===== config.mk =====
export PLATFORM = sky130hd
export DESIGN_NAME = com_monitor
export DESIGN_NICKNAME = d
export VERILOG_FILES = /design/src/include/com_pkg.sv /design/src/logic/com_persist_timer.sv /design/src/logic/com_range_thresh.sv /design/src/logic/com_monitor.sv
export SDC_FILE = /design/constraint.sdc
export NUM_CORES = 1
export LEC_CHECK = 0
export ABC_AREA = 1
export BUFFER_PORTS_ARGS = -buffer_cell sky130_fd_sc_hd__buf_2
export CORE_UTILIZATION = 29
export DETAILED_ROUTE_END_ITERATION = 8
export MAX_ROUTING_LAYER = met4
export PLACE_DENSITY = 0.44
export SLEW_MARGIN = 20
export SYNTH_ARGS = -nofsm -noshare
export SYNTH_HDL_FRONTEND = slang
export SYNTH_HIERARCHICAL = 1
export SYNTH_SLANG_ARGS = --single-unit

===== constraint.sdc =====
create_clock -name core_clk -period 22.1 [get_ports core_clk]
set_input_delay 2.21 -clock core_clk [delete_from_list [all_inputs] [get_ports core_clk]]
set_output_delay 2.21 -clock core_clk [all_outputs]
set_load 0.005 [all_outputs]

===== src/include/com_pkg.sv =====
// Purpose: Constants and types for the crane overspeed and speed range monitor
// Assumes: Speeds and frequencies are unsigned, 0.01 Hz per LSB; times in ms
// Notes: Register offsets are APB byte addresses
package com_pkg;
   localparam int COM_CLK_MHZ = 200;
   localparam int COM_TICK_US = 1000;
   localparam int COM_TICK_CYCLES = COM_TICK_US * COM_CLK_MHZ;
   localparam logic [7:0] COM_ADDR_MASK = 8'h00;
   localparam logic [7:0] COM_ADDR_OS_LEVEL = 8'h04;
   localparam logic [7:0] COM_ADDR_OS_TIME = 8'h08;
   localparam logic [7:0] COM_ADDR_SR_PCT = 8'h0C;
   localparam logic [7:0] COM_ADDR_SR_TIME = 8'h10;
   localparam logic [7:0] COM_ADDR_REF_FREQ = 8'h14;
   localparam logic [7:0] COM_ADDR_STATUS = 8'h18;
   localparam logic [7:0] COM_ADDR_CODE = 8'h1C;
   localparam logic [7:0] COM_ADDR_IRQ_STAT = 8'h20;
   localparam logic [7:0] COM_ADDR_IRQ_EN = 8'h24;
   localparam logic [7:0] COM_ADDR_IRQ_CLR = 8'h28;
   localparam int COM_OS_BIT = 0;
   localparam int COM_SR_BIT = 1;
   localparam int COM_FAIL_BIT = 2;
   localparam logic [15:0] COM_MASK_RESET = 16'hFFFF;
   localparam logic [15:0] COM_OS_LEVEL_RESET = 16'hFFFF;
   localparam logic [15:0] COM_TIME_RESET = 16'h0000;
   localparam logic [15:0] COM_PCT_OFF = 16'h270F;
   localparam logic [15:0] COM_REF_FREQ_RESET = 16'h0000;
   localparam logic [31:0] COM_PCT_DIV = 32'h0000_0064;
   localparam logic [7:0] COM_CODE_NONE = 8'h00;
   localparam logic [7:0] COM_CODE_OS = 8'h01;
   localparam logic [7:0] COM_CODE_SR = 8'h02;
   typedef enum logic [1:0] {
      COM_CM_VECTOR,
      COM_CM_SENSORLESS,
      COM_CM_FLUX,
      COM_CM_VF
   } com_ctrl_method_t;
   typedef struct packed {
      logic [15:0] motorSpeed;
      logic [15:0] outputFreq;
      logic [15:0] estSpeed;
      logic [15:0] craneSpeed;
   } com_speeds_t;
   typedef struct packed {
      logic running;
      logic posFeed;
      logic meterFault;
      logic meterAlarm;
      com_ctrl_method_t ctrlMethod;
   } com_drive_t;
endpackage


===== src/logic/com_persist_timer.sv =====
// Purpose: Persistence timer counting ms ticks while a condition holds
// Assumes: tick is a one-cycle pulse once per ms on core_clk
// Notes: expired is combinational from count and condition
`timescale 1ns/10ps
`default_nettype none
module com_persist_timer
(
   input wire logic core_clk,
   input wire logic srst,
   input wire logic ce,
   input wire logic tick,
   input wire logic cond,
   input wire logic [15:0] limit,
   output logic expired
);
   import com_pkg::*;
   logic [15:0] elapsed;

   always_ff @(posedge core_clk)
   begin
      if (srst)
         elapsed <= 16'h0000;
      else if (ce)
      begin
         if (!cond)
            elapsed <= 16'h0000;
         else if (tick && elapsed != 16'hFFFF)
            elapsed <= elapsed + 16'h0001;
      end
   end

   assign expired = cond && (elapsed >= limit);
endmodule
`default_nettype wire


===== src/logic/com_range_thresh.sv =====
// Purpose: Speed range excess threshold from reference and percentage
// Assumes: Settings change rarely; one cycle of latency is harmless
// Notes: Result kept at 32 bits so no overflow is possible
`timescale 1ns/10ps
`default_nettype none
module com_range_thresh
(
   input wire logic core_clk,
   input wire logic srst,
   input wire logic ce,
   input wire logic [15:0] refFreq,
   input wire logic [15:0] percent,
   output logic [31:0] threshold
);
   import com_pkg::*;
   logic [31:0] product;

   assign product = {16'h0000, refFreq} * {16'h0000, percent};

   always_ff @(posedge core_clk)
   begin
      if (srst)
         threshold <= 32'h0000_0000;
      else if (ce)
         threshold <= product / COM_PCT_DIV;
   end
endmodule
`default_nettype wire


===== src/logic/com_monitor.sv =====
// Purpose: Crane overspeed and speed range excess failure monitor, APB slave
// Assumes: Speeds and drive state come from logic on core_clk, no sync needed
// Notes: Crane speed input is already filtered upstream
//
// The address map and the APB slave port are this design's own decisions.
`timescale 1ns/10ps
`default_nettype none
module com_monitor
#(
   parameter int unsigned TICK_CYCLES = com_pkg::COM_TICK_CYCLES
)
(
   input wire logic core_clk,
   input wire logic srst,
   input wire logic ce,
   input wire logic [7:0] paddr,
   input wire logic psel,
   input wire logic penable,
   input wire logic pwrite,
   input wire logic [31:0] pwdata,
   output logic [31:0] prdata,
   output logic pready,
   output logic pslverr,
   input wire com_pkg::com_speeds_t speeds,
   input wire com_pkg::com_drive_t drive,
   output logic failureOutputSignal,
   output logic [15:0] failureCode,
   output logic irq
);
   import com_pkg::*;

   logic [15:0] failureDetectEnableMask;
   logic [15:0] overspeedLevel;
   logic [15:0] overspeedPersistTime;
   logic [15:0] speedRangePercent;
   logic [15:0] speedRangePersistTime;
   logic [15:0] referenceFrequency;
   logic [1:0] irqStatus;
   logic [1:0] irqEnable;
   logic overspeedFail;
   logic rangeFail;
   logic [31:0] tickCount;
   logic tick;
   logic vectorLike;
   logic meterOk;
   logic osEnable;
   logic srEnable;
   logic [15:0] osSpeed;
   logic [15:0] srSpeed;
   logic [15:0] rangeDiff;
   logic [31:0] rangeThreshold;
   logic [1:0] cond;
   logic [1:0] expired;
   logic [15:0] limitVal [2];
   logic osHit;
   logic srHit;
   logic setupPhase;
   logic writeTaken;
   logic [1:0] irqClear;

   // Address decode shared by read and write paths
   function automatic logic addrMapped(input logic [7:0] a);
      logic hit;
      hit = 1'b0;
      if (a == COM_ADDR_MASK)
         hit = 1'b1;
      else if (a == COM_ADDR_OS_LEVEL)
         hit = 1'b1;
      else if (a == COM_ADDR_OS_TIME)
         hit = 1'b1;
      else if (a == COM_ADDR_SR_PCT)
         hit = 1'b1;
      else if (a == COM_ADDR_SR_TIME)
         hit = 1'b1;
      else if (a == COM_ADDR_REF_FREQ)
         hit = 1'b1;
      else if (a == COM_ADDR_STATUS)
         hit = 1'b1;
      else if (a == COM_ADDR_CODE)
         hit = 1'b1;
      else if (a == COM_ADDR_IRQ_STAT)
         hit = 1'b1;
      else if (a == COM_ADDR_IRQ_EN)
         hit = 1'b1;
      else if (a == COM_ADDR_IRQ_CLR)
         hit = 1'b1;
      return hit;
   endfunction

   // Vector control or sensorless vector control
   function automatic logic isVectorMode(input com_ctrl_method_t m);
      return (m == COM_CM_VECTOR) || (m == COM_CM_SENSORLESS);
   endfunction

   // Millisecond tick for the persistence timers
   always_ff @(posedge core_clk)
   begin
      if (srst)
      begin
         tickCount <= 32'h0000_0000;
         tick <= 1'b0;
      end
      else if (ce)
      begin
         if (tickCount >= TICK_CYCLES - 32'd1)
         begin
            tickCount <= 32'h0000_0000;
            tick <= 1'b1;
         end
         else
         begin
            tickCount <= tickCount + 32'h0000_0001;
            tick <= 1'b0;
         end
      end
   end

   assign vectorLike = isVectorMode(drive.ctrlMethod);
   assign meterOk = !drive.meterFault && !drive.meterAlarm;

   // Speed feed allows only vector modes; position feed also flux/VF with healthy meter
   assign osEnable = failureDetectEnableMask[COM_OS_BIT]
      && drive.running
      && (vectorLike || (drive.posFeed && meterOk));

   always_comb
   begin
      case (drive.ctrlMethod)
         COM_CM_VECTOR: osSpeed = speeds.motorSpeed;
         COM_CM_SENSORLESS: osSpeed = speeds.outputFreq;
         default: osSpeed = speeds.craneSpeed;
      endcase
   end

   assign srEnable = failureDetectEnableMask[COM_SR_BIT]
      && drive.running
      && drive.posFeed
      && meterOk
      && (speedRangePercent != COM_PCT_OFF)
      && vectorLike;

   always_comb
   begin
      if (drive.ctrlMethod == COM_CM_VECTOR)
         srSpeed = speeds.motorSpeed;
      else
         srSpeed = speeds.estSpeed;
   end

   assign rangeDiff = (srSpeed >= speeds.craneSpeed)
      ? srSpeed - speeds.craneSpeed
      : speeds.craneSpeed - srSpeed;

   com_range_thresh u_thresh
   (
      .core_clk(core_clk),
      .srst(srst),
      .ce(ce),
      .refFreq(referenceFrequency),
      .percent(speedRangePercent),
      .threshold(rangeThreshold)
   );

   assign cond[COM_OS_BIT] = osEnable && (osSpeed > overspeedLevel);
   assign cond[COM_SR_BIT] = srEnable && ({16'h0000, rangeDiff} > rangeThreshold);
   assign limitVal[COM_OS_BIT] = overspeedPersistTime;
   assign limitVal[COM_SR_BIT] = speedRangePersistTime;

   // One persistence timer per failure kind
   generate
      for (genvar i = 0; i < 2; i++)
      begin : g_timer
         com_persist_timer u_timer
         (
            .core_clk(core_clk),
            .srst(srst),
            .ce(ce),
            .tick(tick),
            .cond(cond[i]),
            .limit(limitVal[i]),
            .expired(expired[i])
         );
      end
   endgenerate

   assign osHit = expired[COM_OS_BIT] && !overspeedFail;
   assign srHit = expired[COM_SR_BIT] && !rangeFail;

   // Failure latches, cleared only by drive reset
   always_ff @(posedge core_clk)
   begin
      if (srst)
      begin
         overspeedFail <= 1'b0;
         rangeFail <= 1'b0;
      end
      else if (ce)
      begin
         if (osHit)
            overspeedFail <= 1'b1;
         if (srHit)
            rangeFail <= 1'b1;
      end
   end

   // First failure code; overspeed wins a tie
   always_ff @(posedge core_clk)
   begin
      if (srst)
         failureCode <= {COM_CODE_NONE, COM_CODE_NONE};
      else if (ce && failureCode[7:0] == COM_CODE_NONE)
      begin
         if (osHit)
            failureCode <= {COM_CODE_NONE, COM_CODE_OS};
         else if (srHit)
            failureCode <= {COM_CODE_NONE, COM_CODE_SR};
      end
   end

   assign failureOutputSignal = overspeedFail || rangeFail;

   // APB: pready follows ce, so the access phase waits while ce is low; data prepared in setup
   assign setupPhase = psel && !penable;
   assign pready = ce;
   assign writeTaken = ce && psel && penable && pwrite && addrMapped(paddr);
   assign irqClear = (writeTaken && paddr == COM_ADDR_IRQ_CLR) ? pwdata[1:0] : 2'b00;

   always_ff @(posedge core_clk)
   begin
      if (srst)
      begin
         failureDetectEnableMask <= COM_MASK_RESET;
         overspeedLevel <= COM_OS_LEVEL_RESET;
         overspeedPersistTime <= COM_TIME_RESET;
         speedRangePercent <= COM_PCT_OFF;
         speedRangePersistTime <= COM_TIME_RESET;
         referenceFrequency <= COM_REF_FREQ_RESET;
         irqEnable <= 2'b00;
      end
      else if (writeTaken)
      begin
         if (paddr == COM_ADDR_MASK)
            failureDetectEnableMask <= pwdata[15:0];
         else if (paddr == COM_ADDR_OS_LEVEL)
            overspeedLevel <= pwdata[15:0];
         else if (paddr == COM_ADDR_OS_TIME)
            overspeedPersistTime <= pwdata[15:0];
         else if (paddr == COM_ADDR_SR_PCT)
            speedRangePercent <= pwdata[15:0];
         else if (paddr == COM_ADDR_SR_TIME)
            speedRangePersistTime <= pwdata[15:0];
         else if (paddr == COM_ADDR_REF_FREQ)
            referenceFrequency <= pwdata[15:0];
         else if (paddr == COM_ADDR_IRQ_EN)
            irqEnable <= pwdata[1:0];
      end
   end

   // Sticky event bits; a new event beats a clear in the same cycle
   always_ff @(posedge core_clk)
   begin
      if (srst)
         irqStatus <= 2'b00;
      else if (ce)
         irqStatus <= (irqStatus & ~irqClear) | {srHit, osHit};
   end

   assign irq = |(irqStatus & irqEnable);

   always_ff @(posedge core_clk)
   begin
      if (srst)
      begin
         prdata <= 32'h0000_0000;
         pslverr <= 1'b0;
      end
      else if (ce && setupPhase)
      begin
         pslverr <= !addrMapped(paddr);
         if (pwrite)
            prdata <= 32'h0000_0000;
         else if (paddr == COM_ADDR_MASK)
            prdata <= {16'h0000, failureDetectEnableMask};
         else if (paddr == COM_ADDR_OS_LEVEL)
            prdata <= {16'h0000, overspeedLevel};
         else if (paddr == COM_ADDR_OS_TIME)
            prdata <= {16'h0000, overspeedPersistTime};
         else if (paddr == COM_ADDR_SR_PCT)
            prdata <= {16'h0000, speedRangePercent};
         else if (paddr == COM_ADDR_SR_TIME)
            prdata <= {16'h0000, speedRangePersistTime};
         else if (paddr == COM_ADDR_REF_FREQ)
            prdata <= {16'h0000, referenceFrequency};
         else if (paddr == COM_ADDR_STATUS)
            prdata <= {29'h0000_0000, failureOutputSignal, rangeFail, overspeedFail};
         else if (paddr == COM_ADDR_CODE)
            prdata <= {16'h0000, failureCode};
         else if (paddr == COM_ADDR_IRQ_STAT)
            prdata <= {30'h0000_0000, irqStatus};
         else if (paddr == COM_ADDR_IRQ_EN)
            prdata <= {30'h0000_0000, irqEnable};
         else
            prdata <= 32'h0000_0000;
      end
   end
endmodule
`default_nettype wire


* Yosys cells after proc, flatten, opt, wreduce, memory -nomap -nowiden
Index checks and enable logic that the tools add are counted.
Operators by class: div/mod/pow operators 1, multiply operators 1, bitwise operators 10, add/subtract/negate cells 5, $lt $le $gt $ge 6, equal/unequal tests 16, muxes and demuxes 36, reductions and logical operators 51
Operators by type and width (count):
- 16-bit 2-to-1 mux | 17
- 16-bit >= comparator | 3
- 16-bit by 1-bit adder with 16-bit output, second input constant | 2
- 32-bit by 1-bit adder with 32-bit output, second input constant | 1
- 32-bit by 7-bit divider with 32-bit output, second input constant | 1
- 8-bit by 5-bit equality test with 1-bit output, second input constant | 4
- 32-bit by 18-bit >= comparator with 1-bit output, second input constant | 1
- 16-bit by 32-bit greater-than comparator with 1-bit output | 1
- 16-bit by 16-bit multiplier with 32-bit output | 1
- 32-bit 2-to-1 mux | 1
- 16-bit != test, second input constant | 2
- 16-bit case mux with 2 select lines | 1
- 16-bit subtractor | 2
- 1-bit logical AND | 25
- 8-bit by 6-bit equality test with 1-bit output, second input constant | 3
- 8-bit by 4-bit equality test with 1-bit output, second input constant | 2
- 16-bit greater-than comparator | 1
- 8-bit zero test | 2
- 16-bit by 14-bit != test with 1-bit output, second input constant | 1
- 1-bit 2-to-1 mux | 14
- 2-bit AND reduction | 6
- 8-bit by 3-bit equality test with 1-bit output, second input constant | 1
- 8-bit AND reduction | 1
- 7-bit AND reduction | 1
- other kinds (16) | 32
Storage, ports and cells: input bits 116, bits in registers 248, output and inout port bits 52, logic and storage cells 144

* Logic depth before layout (Yosys ltp)
depth in word-level cells 18, mapped depth 164, mapped depth without buffers 162

* Cells and area by module
Netlist, hierarchy kept.
Modules (own cells, without submodules):
- com_range_thresh | area an instance 14676.6 µm², sequential area each 520.5 µm², cells an instance 2279, times used 1
- com_monitor | area an instance 10159.7 µm², sequential area each 3083.0 µm², cells an instance 1548, times used 1
- com_persist_timer | area an instance 1503.9 µm², sequential area each 320.3 µm², cells an instance 244, times used 2

* Worst setup path after synthesis
No wires, ideal clock.
path type register to register, from register speedRangePercent[3], to register u_thresh.threshold[0], buffers on the path 3, required time 21.978 ns, clock period less this slack 15.663 ns, library setup time 0.122 ns, slack 6.437 ns, arrival time 15.542 ns, cell stages (with the launch flop) 142, path through dfxtp_1 -> clkbuf_1 -> clkbuf_1 -> nand2_1 -> fa_1 -> inv_1 -> fa_1 -> inv_1 -> fa_1 -> inv_1 -> fa_1 -> fa_1 -> inv_1 -> fa_1 -> inv_1 -> ha_1 -> nand2_1 -> inv_2 -> [... 106 more ...] -> nor2_4 -> nand2_2 -> nand2_4 -> nand2_1 -> nand2_1 -> nor2_2 -> nand2_2 -> nand2_4 -> nand2_2 -> nand2_2 -> nor2_1 -> nand2_2 -> nand2_2 -> nand2_1 -> nand2_1 -> inv_1 -> nand3_1 -> a21oi_2
On the way: longest elaborated chain between the ends 2
Ends and longest elaborated chain:
- from (decl) | line com_monitor.sv:35 | logic [15:0] speedRangePercent;
- from (signal assigned) | line com_monitor.sv:249 | speedRangePercent <= pwdata[15:0];
- 16-bit by 16-bit multiplier with 32-bit output | line com_range_thresh.sv:18 | assign product = {16'h0000, refFreq} * {16'h0000, percent};
- 32-bit by 7-bit divider with 32-bit output | line com_range_thresh.sv:25 | threshold <= product / COM_PCT_DIV;
- to (signal assigned) | line com_range_thresh.sv:25
- to (decl) | line com_range_thresh.sv:13 | output logic [31:0] threshold
Every way passes these cells. A chain may end at the register's enable or synchronous reset.

* Worst setup path in the final report
from register referenceFrequency[10], to register u_thresh.threshold[0]
On the way: longest elaborated chain between the ends 2
Ends and longest elaborated chain:
- from (decl) | line com_monitor.sv:37 | logic [15:0] referenceFrequency;
- from (signal assigned) | line com_monitor.sv:253 | referenceFrequency <= pwdata[15:0];
- 16-bit by 16-bit multiplier with 32-bit output | line com_range_thresh.sv:18
- 32-bit by 7-bit divider with 32-bit output | line com_range_thresh.sv:25
Every way passes these cells.

==> summary.md <==
| Metric | Value |
|---|---|
| Status | `finished, final reports clean` |
| Register clock-pin slew on the reported worst setup and hold paths | `0.06 ns` |
| Final Slew Violations | `0` |
| Tightest Pin Transition | `1.038 ns` |
| Post-Syn Instances | `4315` |
| Remaining DRCs | `0` |
| CP Depth | `139` |
| Top-area cell type share of the netlist area | `0.1524` |
| Clock root cell | `clkbuf_16` |
| Worst path slowest cell | `dfxtp_1` |
| Total power | `0.0009829 W` |
| Core Region | `95010 sq um` |
| Number of hold buffers added after cts | `0` |
| DP HPWL | `68.33 mm` |
| Clk_lat worst skew | `0.57 ns` |
| CP endpoint kind | `register` |
| First-pass GRT wire length | `138.7 mm` |
| Max-slew headroom | `0.3073` |
| Hold Path Class | `reg2reg` |
| Commonest non-fill, non-tap cell in the layout | `nand2_1` |
| Initial detailed-routing violation count | `1417` |
| Die span in x | `311.9 um` |
| Routed Antenna Nets | `0` |
| P_leak | `16.91 nW` |
| Max Freq | `54.90 MHz` |
| Via count | `25828` |
| I/O Buffers | `121` |
| Postcts setup bufs | `0` |
| Nets | `4868` |
| Clock Skews | `0.01756 ns` |
| Number of diodes | `0` |
| Final Instance Area | `30270 sq um` |
| Sequential fraction of the synthesis area | `0.1524` |
| CP bufs+invs | `14` |
| Period utilisation layout | `0.8242` |
| Placed inst area | `29470 sq um` |
| Layout cell share with drive strength beyond 1 | `0.1094` |
| WL/cell | `15.25 um` |
| Cell taking the most area after synthesis | `dfxtp_1` |
| Cell mode on critical path | `nand2_2` |
| Clk sink count | `212` |
| CP Max Fanout | `17` |
| Fillers | `10715` |
| H-Tree Depth | `1` |
| Post-Synthesis Cell Area | `27840 sq um` |
| Largest net degree at the start of global routing | `84` |
| Top delay family on crit path | `simple AND/OR/NAND/NOR gates` |
| CP Class | `reg2reg` |
| Gpl congestion | `0.8843` |
| Yosys reg bits | `212` |
| Max Root-Sink Buffers | `3` |
| RSZ-0062 raised after global routing | `false` |
| Total Neg Setup Slack | `0 ns` |
| Synth area leaders | `dfxtp_1 (15%), nand2_1 (15%), fa_1 (14%)` |
| Hold Path Cell Cnt | `2` |
| FP Rows | `113` |
| P per Cell Area | `32.47 nW/um^2` |
| Initial antenna violation count | `0` |
| Worst endpoint required time | `22.60 ns` |
| Worst Setup Start Kind | `register` |
| Synth cell types | `69` |
| Final core utilization | `0.3186` |
| WP data arrival | `18.71 ns` |
| Final Setup Violations | `0` |
| DR vias/cell | `4.585` |
| Most frequent cells in the layout | `nand2_1 (1123), inv_1 (798), nor2_1 (425)` |
| Die H | `311.9 um` |
| R2R depth | `139` |
| Global-route usage over all layers | `0.1815` |
| First drt pass iteration count | `5` |
| Grt ovf | `0` |
| Vias in the first global route | `25600` |
| Fin crit period | `18.21 ns` |
| Starting Density | `0.2931` |
| Top Ports | `168` |
| CTS tree | `yes` |
| Area grow syn2layout | `8.704%` |
| Final wirelength | `85.88 mm` |
| Largest stage delay on the critical path | `0.97 ns` |
| Die area | `97260 sq um` |
| YS warnings | `6` |
| Worst VDD drop | `0.04672 mV` |
| Post_cts resized | `0` |
| Max-cap violations | `0` |
| Number of CTS-inserted buffers | `27` |
| Syn Area/Cell | `6.453 sq um` |
| Fin. Hold Viols | `0` |
report_power, final:
group          internal (W)  switching, W  total [W]
clock network      0.000237      0.000183   0.000420
registers          0.000386    0.00000363   0.000390
logic             0.0000583      0.000115   0.000173
total              0.000682      0.000301   0.000983
state kept, by name (all words and copies together), names as in the netlist, 2 cells and up:
| signal | count |
|---|---|
| overspeedPersistTime | 16 |
| failureCode | 2 |
| overspeedLevel | 16 |
| referenceFrequency | 16 |
| irqEnable | 2 |
| prdata | 16 |
| speedRangePersistTime | 16 |
| u_thresh/threshold | 26 |
| g_timer.u_timer/elapsed | 32 |
| speedRangePercent | 16 |
| tickCount | 32 |
| failureDetectEnableMask | 16 |
| irqStatus | 2 |
metrics by stage:
| step | hold slack, ns | std cells | setup WS [ns] |
|---|---|---|---|
| 6_report | 0.4370 | 5633 | 3.886 |
| 3_5_place_dp | 0.4281 | 5590 | 3.765 |
| 3_3_place_gp | 0.4262 | 5590 | 3.786 |
| 2_1_floorplan | 0.4143 | 4349 | 6.437 |
| 5_1_grt | 0.4562 | 5633 | 1.865 |
| 4_1_cts | 0.4382 | 5633 | 3.725 |
per-layer routing:
| metal | vias to the layer above | global-route usage | wire [um] |
|---|---|---|---|
| li1 | 13352 | - | - |
| met1 | 11901 | 0.2338 | 40230 |
| met2 | 477 | 0.3022 | 40120 |
| met3 | 98 | 0.01650 | 3330 |
| met4 | 0 | 0.04969 | 2204 |
| met5 | - | - | 0 |
cell type report:
| class | instances | area [sq um] | share of cell area |
|---|---|---|---|
| clock inverter | 4 | 38.79 | 0.001281 |
| multi-input combinational | 3112 | 19610 | 0.6479 |
| clock buffer | 39 | 760.7 | 0.02513 |
| sequential | 212 | 4244 | 0.1402 |
| timing repair buffer | 149 | 820.8 | 0.02712 |
| tap | 1265 | 1583 | 0.05229 |
| inverter | 852 | 3209 | 0.1060 |
worst reg2reg max path: cells and delay by family, from the launching register on:
kind	cells	cell delay, ns
adders and majority gates	7	3.51
AOI/OAI and AO/OA	7	1.20
and+or+nand+nor	110	11.41
xor gates and xnor gates	1	0.18
DFF	1	0.97
buffers and inverters	14	0.86
cell families (layout without fill, tap and decap cells):
| group | after synthesis | after routing | share of synthesized area |
|---|---|---|---|
| AO/OA/AOI/OAI | 451 | 451 | 0.09405 |
| buffers and inverters | 1025 | 1044 | 0.1478 |
| other | 2 | 36 | 0.0002697 |
| AND/OR/NAND/NOR | 2158 | 2158 | 0.3517 |
| XOR/XNOR | 67 | 67 | 0.02134 |
| multiplexers | 2 | 2 | 0.0007190 |
| flip-flops | 212 | 212 | 0.1524 |
| adder cells (fa/ha/maj) | 398 | 398 | 0.2317 |
final timing paths:
path | start | endpoint | slack, ns
worst max-delay path | referenceFrequency[10] | u_thresh/threshold[0] | 3.89
worst min-delay path | tickCount[29] | tickCount[29] | 0.44
worst max register to register | referenceFrequency[10] | u_thresh/threshold[0] | 3.89
worst min register to register | tickCount[29] | tickCount[29] | 0.44
cells in the mapped netlist (all sizes together):
| master | n |
|---|---|
| a21oi | 194 |
| and2 | 3 |
| a31o | 4 |
| nor3 | 39 |
| xnor2 | 15 |
| o211ai | 40 |
| o2111ai | 6 |
| or2 | 4 |
| a211oi | 2 |
| clkinv | 10 |
| conb | 2 |
| dfxtp | 212 |
| o31ai | 1 |
| a2111oi | 1 |
| o21a | 3 |
| buf | 72 |
| o221ai | 1 |
| o21bai | 11 |
| or4 | 1 |
| a21boi | 2 |
| nand3b | 10 |
| inv | 842 |
| nor2 | 462 |
| o22ai | 27 |
| o21ai | 140 |
| xor2 | 52 |
| nand4 | 91 |
| a21o | 7 |
| mux2i | 2 |
| nor3b | 4 |
| a31oi | 11 |
| nand3 | 277 |
| a22o | 1 |
| ha | 202 |
| nand2 | 1263 |
| fa | 196 |
| nor4 | 4 |
| clkbuf | 101 |
Power figures use the tool's default switching activity.
